--- src/prc_defs.svh ---
// timing figures and code mapping constants of the rail programmer core
`ifndef PRC_DEFS_SVH
`define PRC_DEFS_SVH

// ---------------------------------------------------------------------------
// clock and documented times
// ---------------------------------------------------------------------------
`define PRC_CLK_MHZ                200
`define PRC_SHUTDOWN_LOW_US        200
`define PRC_STARTUP_SHORT_WINDOW_MS 10
`define PRC_NEG_REG_MS             20
`define PRC_RUN_PERSIST_MS         3

// least times, whole cycles at the clock rate
`define PRC_SHUTDOWN_LOW_CYC  (`PRC_SHUTDOWN_LOW_US * `PRC_CLK_MHZ)
`define PRC_STARTUP_CYC       (`PRC_STARTUP_SHORT_WINDOW_MS * 1000 * `PRC_CLK_MHZ)
`define PRC_NEG_REG_CYC       (`PRC_NEG_REG_MS * 1000 * `PRC_CLK_MHZ)
`define PRC_RUN_PERSIST_CYC   (`PRC_RUN_PERSIST_MS * 1000 * `PRC_CLK_MHZ)

// ---------------------------------------------------------------------------
// negative rail code mapping, magnitudes in millivolts
// ---------------------------------------------------------------------------
`define PRC_CODE_MAX          5'h1f
`define PRC_DEFAULT_MV        13'h0fa0
`define PRC_FIRST_STEP_MV     13'h1130
`define PRC_STEP_MV           13'h0064

`endif

--- src/prc_pkg.sv ---
// types shared by the rail programmer core
package prc_pkg;

    // -----------------------------------------------------------------------
    // control sequence states, one-hot
    // -----------------------------------------------------------------------
    typedef enum logic [5:0] {
        PRC_OFF     = 6'b00_0001,
        PRC_BOOST   = 6'b00_0010,
        PRC_INVERT  = 6'b00_0100,
        PRC_RUN     = 6'b00_1000,
        PRC_FAULT   = 6'b01_0000,
        PRC_THERMAL = 6'b10_0000
    } prc_state_t;

endpackage : prc_pkg

--- src/prc_core.sv ---
// control core: enable line decode, rail code counting, start-up and fault latching
//
// Behaviour
// - line high enables device; negative rail starts at default code, minus four volts
// - line low disables device and inhibits both converters
// - pulses outside allowed widths need not be recognised
// - after enable, rising edges are counted and set the negative rail code
// - on enable boost starts at once with reduced soft-start current limit
// - inverting converter starts at default code ten milliseconds after enable
// - in operation, rail low or negative rail high beyond 3 ms flags fault
// - fault shuts down both converters and disconnects outputs
// - fault stays latched until supply cycle or line low then high
// - start-up fault if positive rail not regulated at ten milliseconds
// - start-up fault if negative rail above short threshold at ten milliseconds
// - start-up fault if negative rail not regulated at twenty milliseconds
// - over-temperature enters latched thermal shutdown, all functions off
// - start-up only while supply lockout clear and line high
// - start-up short window uses 10 ms timer, operating short 3 ms timer
`timescale 1ns/100ps
`include "prc_defs.svh"

module prc_core
    import prc_pkg::*;
#(
    parameter int unsigned SHUTDOWN_LOW_CYC = `PRC_SHUTDOWN_LOW_CYC,
    parameter int unsigned STARTUP_CYC      = `PRC_STARTUP_CYC,
    parameter int unsigned NEG_REG_CYC      = `PRC_NEG_REG_CYC,
    parameter int unsigned RUN_PERSIST_CYC  = `PRC_RUN_PERSIST_CYC
) (
    input  wire logic        i_clk,
    input  wire logic        i_rst_n,
    input  wire logic        i_ctrl,
    input  wire logic        i_supply_low_lockout,
    input  wire logic        i_overtemp_trip,
    input  wire logic        i_positive_rail_low,
    input  wire logic        i_positive_rail_in_reg,
    input  wire logic        i_negative_rail_high,
    input  wire logic        i_negative_rail_short,
    input  wire logic        i_negative_rail_in_reg,
    output logic             o_boost_en,
    output logic             o_boost_soft_start,
    output logic             o_inverter_en,
    output logic             o_output_connect,
    output logic [4:0]       o_negative_rail_code,
    output logic [12:0]      o_negative_rail_mv,
    output logic             o_fault_latched,
    output logic             o_thermal_shutdown
);

    // -----------------------------------------------------------------------
    // declarations
    // -----------------------------------------------------------------------
    localparam int NIN = 8;
    logic [NIN-1:0] sync1_reg;
    logic [NIN-1:0] sync2_reg;
    logic           ctrl_s, lock_s, otp_s, pos_low_s, pos_reg_s, neg_high_s, neg_short_s;
    logic           neg_reg_s;
    logic           ctrl_d_reg;
    logic           ctrl_rise;
    prc_state_t     state_reg, state_next;
    logic [31:0]    elapsed_reg;
    logic [31:0]    low_reg;
    logic [31:0]    persist_reg;
    logic [4:0]     count_reg;
    logic           off_hit;
    logic           enabled;

    // map an edge count onto the rail magnitude in millivolts
    function automatic logic [12:0] prc_mv(input logic [4:0] c);
        logic [12:0] m;
        m = `PRC_DEFAULT_MV;
        if (c != 5'h00)
            m = 13'(`PRC_FIRST_STEP_MV - 13'(c - 5'h01) * `PRC_STEP_MV);
        return m;
    endfunction : prc_mv

    // -----------------------------------------------------------------------
    // input synchronisers: every pin and comparator is asynchronous here
    // -----------------------------------------------------------------------
    always_ff @(posedge i_clk or negedge i_rst_n) begin
        if (!i_rst_n) begin
            sync1_reg <= '0;
            sync2_reg <= '0;
        end else begin
            sync1_reg <= {i_ctrl, i_supply_low_lockout, i_overtemp_trip, i_positive_rail_low,
                          i_positive_rail_in_reg, i_negative_rail_high, i_negative_rail_short,
                          i_negative_rail_in_reg};
            sync2_reg <= sync1_reg;
        end
    end

    assign {ctrl_s, lock_s, otp_s, pos_low_s, pos_reg_s, neg_high_s, neg_short_s,
            neg_reg_s} = sync2_reg;

    // -----------------------------------------------------------------------
    // line edge and low-time detection
    // -----------------------------------------------------------------------
    always_ff @(posedge i_clk or negedge i_rst_n) begin
        if (!i_rst_n)
            ctrl_d_reg <= 1'b0;
        else
            ctrl_d_reg <= ctrl_s;
    end

    // no width filter
    // every clean edge counts; pulses outside the range are not guaranteed anyway
    assign ctrl_rise = ctrl_s && !ctrl_d_reg;

    // low time runs only while enabled or latched; short lows stay programming
    always_ff @(posedge i_clk or negedge i_rst_n) begin
        if (!i_rst_n)
            low_reg <= '0;
        else if (ctrl_s || state_reg == PRC_OFF)
            low_reg <= '0;
        else
            low_reg <= low_reg + 32'h0000_0001;
    end

    // only the full low time disables
    assign off_hit = !ctrl_s && (low_reg == 32'(SHUTDOWN_LOW_CYC - 1));
    assign enabled = (state_reg == PRC_BOOST) || (state_reg == PRC_INVERT) ||
                     (state_reg == PRC_RUN);

    // -----------------------------------------------------------------------
    // sequence state machine
    // -----------------------------------------------------------------------
    always_comb begin
        state_next = state_reg;
        unique case (state_reg)
            PRC_OFF: begin
                if (ctrl_s && !lock_s)
                    state_next = PRC_BOOST;
            end
            PRC_BOOST: begin
                if (elapsed_reg == 32'(STARTUP_CYC - 1))
                    state_next = (!pos_reg_s || neg_short_s) ? PRC_FAULT : PRC_INVERT;
            end
            PRC_INVERT: begin
                if (elapsed_reg == 32'(NEG_REG_CYC - 1))
                    state_next = neg_reg_s ? PRC_RUN : PRC_FAULT;
            end
            PRC_RUN: begin
                if ((pos_low_s || neg_high_s) && persist_reg == 32'(RUN_PERSIST_CYC - 1))
                    state_next = PRC_FAULT;
            end
            PRC_FAULT, PRC_THERMAL: begin
                state_next = state_reg;
            end
            default: state_next = PRC_OFF;
        endcase
        if (otp_s && state_reg != PRC_OFF)
            state_next = PRC_THERMAL;
        // disable on long low or lockout
        if (off_hit || lock_s)
            state_next = PRC_OFF;
    end

    always_ff @(posedge i_clk or negedge i_rst_n) begin
        if (!i_rst_n)
            state_reg <= PRC_OFF;
        else
            state_reg <= state_next;
    end

    // one timer from enable covers 10 ms and 20 ms checkpoints
    always_ff @(posedge i_clk or negedge i_rst_n) begin
        if (!i_rst_n)
            elapsed_reg <= '0;
        else if (state_reg == PRC_OFF)
            elapsed_reg <= '0;
        else if (state_reg == PRC_BOOST || state_reg == PRC_INVERT)
            elapsed_reg <= elapsed_reg + 32'h0000_0001;
    end

    // operating persistence timer, restarts when the condition clears
    always_ff @(posedge i_clk or negedge i_rst_n) begin
        if (!i_rst_n)
            persist_reg <= '0;
        else if (state_reg == PRC_RUN && (pos_low_s || neg_high_s))
            persist_reg <= persist_reg + 32'h0000_0001;
        else
            persist_reg <= '0;
    end

    // -----------------------------------------------------------------------
    // rail code counting
    // -----------------------------------------------------------------------
    // count edges once enabled
    // enabling edge seen in off state, saturate at top
    always_ff @(posedge i_clk or negedge i_rst_n) begin
        if (!i_rst_n)
            count_reg <= 5'h00;
        else if (state_reg == PRC_OFF || state_next == PRC_OFF)
            count_reg <= 5'h00;
        else if (enabled && ctrl_rise && count_reg != `PRC_CODE_MAX)
            count_reg <= count_reg + 5'h01;
    end

    // -----------------------------------------------------------------------
    // registered outputs
    // -----------------------------------------------------------------------
    // soft start while sequencing
    // inverter only after the first window
    // fault and thermal states drop everything
    always_ff @(posedge i_clk or negedge i_rst_n) begin
        if (!i_rst_n) begin
            o_boost_en         <= 1'b0;
            o_boost_soft_start <= 1'b0;
            o_inverter_en      <= 1'b0;
            o_output_connect   <= 1'b0;
            o_fault_latched    <= 1'b0;
            o_thermal_shutdown <= 1'b0;
        end else begin
            o_boost_en         <= state_next inside {PRC_BOOST, PRC_INVERT, PRC_RUN};
            o_boost_soft_start <= state_next inside {PRC_BOOST, PRC_INVERT};
            o_inverter_en      <= state_next inside {PRC_INVERT, PRC_RUN};
            o_output_connect   <= state_next inside {PRC_BOOST, PRC_INVERT, PRC_RUN};
            o_fault_latched    <= state_next == PRC_FAULT;
            o_thermal_shutdown <= state_next == PRC_THERMAL;
        end
    end

    always_ff @(posedge i_clk or negedge i_rst_n) begin
        if (!i_rst_n) begin
            o_negative_rail_code <= 5'h00;
            o_negative_rail_mv   <= `PRC_DEFAULT_MV;
        end else begin
            o_negative_rail_code <= count_reg;
            o_negative_rail_mv   <= prc_mv(count_reg);
        end
    end
endmodule : prc_core

--- config.mk ---
export PLATFORM = sky130hd
export DESIGN_NAME = prc_core
export DESIGN_NICKNAME = d
export VERILOG_FILES = /design/src/prc_pkg.sv /design/src/prc_core.sv
export VERILOG_INCLUDE_DIRS = /design/src
export SDC_FILE = /design/constraint.sdc
export NUM_CORES = 1
export LEC_CHECK = 0
export ABC_AREA = 1
export BUFFER_PORTS_ARGS = -buffer_cell sky130_fd_sc_hd__buf_2
export CAP_MARGIN = 10
export CELL_PAD_IN_SITES_DETAIL_PLACEMENT = 1
export CELL_PAD_IN_SITES_GLOBAL_PLACEMENT = 1
export CORE_ASPECT_RATIO = 0.75
export CORE_MARGIN = 5
export CORE_UTILIZATION = 42
export CTS_CLUSTER_DIAMETER = 60
export DETAILED_ROUTE_END_ITERATION = 12
export PLACE_DENSITY_LB_ADDON = 0.1
export SLEW_MARGIN = 20
export SYNTH_ARGS = -nofsm -noshare
export SYNTH_HDL_FRONTEND = slang
export SYNTH_SLANG_ARGS = --single-unit
--- constraint.sdc ---
create_clock -name i_clk -period 3.89 [get_ports i_clk]
set_input_delay 0.389 -clock i_clk [delete_from_list [all_inputs] [get_ports i_clk]]
set_output_delay 0.389 -clock i_clk [all_outputs]
set_load 0.01 [all_outputs]
After elaboration in Yosys (flattened, before gate mapping)
Cells that the tools add are included.
{"block": "classes", "bitwise_logic": 0, "n_eq_ne": 18, "n_shift": 0, "order_cmp": 0, "muxes": 16, "addsub": 6, "div_mod_pow": 0, "reduce_logical": 26, "multipliers": 1}
{"op": "$mux W32", "n": 4}
{"op": "$add A32 B1 Y32 const B", "n": 3}
{"op": "$mux W6", "n": 6}
{"op": "$eq A32 B16 Y1 const B", "n": 1}
{"op": "$eq A32 B20 Y1 const B", "n": 1}
{"op": "$eq A32 B21 Y1 const B", "n": 1}
{"op": "$eq A32 B22 Y1 const B", "n": 1}
{"op": "$pmux W6 S5", "n": 1}
{"op": "$mux W5", "n": 4}
{"op": "$mul A13 B5 Y11 const B", "n": 1}
{"op": "$mux W13", "n": 1}
{"op": "$sub A13 B13 Y13 const A", "n": 1}
{"op": "$eq A6 B1 Y1 const B", "n": 2}
{"op": "$eq A6 B2 Y1 const B", "n": 2}
{"op": "$eq A6 B3 Y1 const B", "n": 2}
{"op": "$eq A6 B4 Y1 const B", "n": 2}
{"op": "$eq A6 B5 Y1 const B", "n": 2}
{"op": "$eq A6 B6 Y1 const B", "n": 2}
{"op": "$logic_and A1 B1 Y1", "n": 8}
{"op": "$reduce_bool A2 Y1", "n": 4}
{"op": "$logic_or A1 B1 Y1", "n": 7}
{"op": "$ne A6 B1 Y1 const B", "n": 1}
{"op": "$sub A5 B1 Y6 const B", "n": 1}
{"op": "$add A5 B1 Y5 const B", "n": 1}
{"op": "other kinds (5)", "n": 8}
{"block": "totals", "ram_bits": 0, "out_inout_bits": 24, "latch_bits": 0, "register_bits": 147, "in_bits": 10, "elab_cells": 82, "mem_count": 0, "rom_bits": 0}

Logic depth before layout (Yosys ltp)
{"block": "logic_depth", "word_depth": 10, "mapped_depth": 24, "ltp_nobuf": 24}

Worst setup path after synthesis
OpenSTA, ideal clock, no wires.
{"block": "synth_timing", "path_type": "reg-to-reg", "startpoint": "register count_reg[0]", "endpoint": "register o_negative_rail_mv[12]", "t_required_ps": 3773, "path_slack_ps": 272, "stages_incl_launch_ff": 23, "synth_period_minus_slack_ps": 3618, "path_buffers": 0, "arrival_ps": 3501, "setup_ps": 117, "cell_sequence": "dfrtp_1 > inv_1 > ha_1 > nand2_1 > nor2_1 > inv_1 > nor2_1 > nor2_1 > inv_1 > ha_1 > fa_1 > fa_1 > ha_1 > a21oi_1 > nand2_1 > nor2_1 > nand2_1 > nand2_1 > inv_1 > nand2_1 > nand2_1 > nand2_1 > nor2_1"}
{"block": "synth_via", "elab_chain_len": 4, "elab_cells_between_ends": 5, "classes_between": "2 x add/sub; 1 x mul; 1 x mux; 1 x reduce/logical"}
{"element": "start: declaration", "line_no": "prc_core.sv:64", "rtl": "logic [4:0] count_reg;"}
{"element": "start signal: assignment", "line_no": "prc_core.sv:196", "rtl": "count_reg <= count_reg + 5'h01;"}
{"element": "$sub A5 B1 Y6", "line_no": "prc_core.sv:73", "rtl": "m = 13'(`PRC_FIRST_STEP_MV - 13'(c - 5'h01) * `PRC_STEP_MV);"}
{"element": "$mul A13 B5 Y11 (no source line)"}
{"element": "$sub A13 B13 Y13 (no source line)"}
{"element": "$mux W13 *", "line_no": "prc_core.sv:72", "rtl": "if (c != 5'h00)"}
{"element": "end signal: assignment", "line_no": "prc_core.sv:226", "rtl": "o_negative_rail_mv <= `PRC_DEFAULT_MV;"}
{"element": "end signal: assignment", "line_no": "prc_core.sv:229", "rtl": "o_negative_rail_mv <= prc_mv(count_reg);"}
{"element": "end: declaration", "line_no": "prc_core.sv:45", "rtl": "output logic [12:0] o_negative_rail_mv,"}
Mark *: on every way between the ends. The rest lies on a longest branch, timed or not.
A chain may end at the register's enable or synchronous reset.

Final worst setup path
{"block": "layout_timing", "startpoint": "register count_reg[1]", "endpoint": "register o_negative_rail_mv[12]"}
Same word-level chain as after synthesis.

==> out/summary.txt <==
Antenna Violating Nets Remaining -> 0
ys async rst share -> 100%
Leak -> 4.48 nW
Distinct cells, synth -> 44
Syn-to-layout area delta -> 12.3%
DR vias -> 7,820
worst r2r src -> count_reg[1]
Synth warnings -> 0
Power per Cell Area -> 351 mW/mm^2
worst min path class -> in -> async
H-Tree Depth -> 4
RSZ-0062 raised after global routing -> false
CTS Buf Count -> 17
Synth top area share -> 39.9%
CP Capture Type -> flip-flop
Worst Reg-to-Reg Cells -> 22
placed inst area -> 0.00912 sq mm
routed wire length -> 25,600 microns
I/O Buffers -> 31
Mean Syn Cell Area -> 7.33 sq um
fin cells -> 1,495
starting density of the core -> 42.7%
clock sink count -> 145
top_reg_cell synth -> dfrtp_1
setup violators final -> 0
share of layout cells above drive strength 1 -> 10.0%
gr usage total -> 22.5%
fillers -> 2,584
routed len/inst -> 17.1 microns
Worst Path Arrival -> 4.01 ns
Period minus WS final -> 3.68 ns
number of flops mapped to enable cells by yosys -> 0
CP startpoint kind -> flip-flop
maximum vdd drop -> 0.000308 V
Post-synth top cells -> nand2_1 (277), nor2_1 (193), inv_1 (168)
# diodes -> 0
Vias/cell -> 5.23
largest net degree at the start of global routing -> 99
most numerous cell in the Yosys netlist -> nand2_1
Final TNS setup -> 0 ns
row count -> 45
Worst Max-Slew Pin Slew -> 0.911 ns
initial antenna violation count -> 0
Syn Inst Count -> 1,182
core box area -> 0.0203 sq mm
overall power -> 0.00342 W
vias in the first global route -> 8,074
biggest area consumer among synthesized cells -> dfrtp_1
status -> finished, final reports clean
top cells by area, synth -> dfrtp_1 (40%), nand2_1 (12%), nor2_1 (8.4%)
hold_ws -> 0.0275 ns
Synth Register Bits -> 145
I/O pin total -> 34
max-slew violation count -> 0
Final Hold Viols -> 0
Max FO, Critical Path -> 5
die area -> 0.0236 sq mm
worst-skew pair later-pin latency -> 0.44 ns
Mapped Area -> 0.00866 sq mm
Clock Skews -> 0.0109 ns
part of the Yosys area used for sequential elements -> 42.0%
DR pass1 iterations -> 4
Setup crit start -> count_reg[1]
GPL Wtd Cong -> 0.863
first-pass GRT wire length -> 42,600 microns
DIE HEIGHT -> 134 microns
clock buffer depth -> 2
FF/Latch Area -> 0.00364 sq mm
fin crit share -> 94.5%
die width -> 176 microns
area of the multi-input gates -> 0.00432 sq mm
CTS tree -> done
Max Freq -> 272 MHz
crit path kind -> reg -> reg
DP HPWL -> 19,000 microns
data required time of the critical path -> 4.22 ns
Reg clk slew, reported paths -> 0.06 ns
fin nets -> 1,264
clk root buf -> clkbuf_16
dpl cells -> 1,463
Starting DRT DRC Count -> 538
Congestion Overflow GR -> 0
Max-slew headroom -> 39.3%
Post-Layout Inst Area -> 0.00973 sq mm
Remaining DRCs -> 0
max cap viols -> 0
==> cell families after synthesis <==
kind of cell / synth area share [%]
buf+inv: 8.64
other cells: 0.0433
flops: 42.0
simple gates: 35.2
xor+xnor: 3.34
compound gates: 6.02
fa+ha+maj: 4.77
==> critical path: stages (launching register included) <==
cell     delay, ns
dfrtp_2       0.44
inv_2         0.11
ha_2          0.19
nand2_1       0.09
nor2_2        0.13
nor2_1        0.06
nor2_1        0.15
inv_2         0.09
ha_1          0.23
fa_1          0.52
fa_1          0.47
ha_4          0.32
nand2_1       0.05
inv_1         0.06
nand3_1       0.10
inv_1         0.07
nor2_1        0.04
nand2_1       0.05
nand2_1       0.05
inv_1         0.09
nand2_1       0.08
nor2_1        0.11
nor2_1        0.05
==> area by class of cell <==
type / count / area share [%]
Clock buffer: 18 / 4.52
Clock inverter: 14 / 1.36
Inverter: 175 / 6.77
Multi-Input combinational cell: 848 / 44.4
Sequential cell: 145 / 37.4
Tap cell: 258 / 3.32
Timing Repair Buffer: 37 / 2.25
==> power by group <==
part / switching [W] / total, W / internal [W] / leakage (nW)
Sequential: 0.0000148 / 0.00154 / 0.00153 / 1.96
Combinational: 0.000201 / 0.000253 / 0.0000522 / 2.24
Clock: 0.000713 / 0.00162 / 0.000905 / 0.279
Total: 0.000929 / 0.00341 / 0.00249 / 4.48
==> cells in the final DEF, fill, tap and decap left out, types with 6 or more instances in the layout <==
cell / Yosys / routed
nand2_1: 277 / 277
nor2_1: 193 / 191
inv_1: 168 / 166
dfrtp_1: 138 / 137
nand3_1: 69 / 69
nand4_1: 50 / 50
o21ai_0: 50 / 50
nor3_1: 47 / 47
a21oi_1: 35 / 34
buf_2: 6 / 30
xor2_1: 27 / 27
ha_1: 25 / 22
clkbuf_16: 0 / 17
nor2_2: 9 / 11
nor4_1: 10 / 10
inv_2: 5 / 7
dfstp_2: 7 / 7
xnor2_1: 6 / 6
==> layer usage <==
| layer | global-route usage, % | share of wire [%] |
|---|---|---|
| met1 | 33.5 | 52 |
| met2 | 34.5 | 44 |
| met4 | 4.76 | 0.95 |
| met3 | 3.75 | 3.3 |
| met5 | 0 | 0 |
==> what timing repair did <==
| item | CTS | global route |
|---|---|---|
| hold buffers | 0 | 0 |
| buffers inserted | 0 | 0 |
| gates resized for setup | 2 | 7 |
| pin swaps | 0 | 2 |
| setup endpoints to repair | 1 | 3 |
==> stage by stage <==
| stage | worst slack [ns] | util [%] |
|---|---|---|
| final | 0.213 | 48.0 |
| after global routing | 0.00247 | 48.0 |
| after CTS | 0.000866 | 47.8 |
| after detailed placement | 0.0717 | 45.0 |
| after global placement | 0.261 | 45.0 |
| after floorplan | 0.272 | - |
==> path summary, 6_finish.rpt <==
check | end | slack (ns)
max | o_negative_rail_mv[12] | 0.21
min | persist_reg[8] | 0.03
max reg2reg | o_negative_rail_mv[12] | 0.21
min reg2reg | sync2_reg[1] | 0.35
max in group asynchronous | elapsed_reg[27] | 3.10
min in group i_clk | sync1_reg[4] | 0.05
Note: power is estimated with default switching activity, not from simulation.
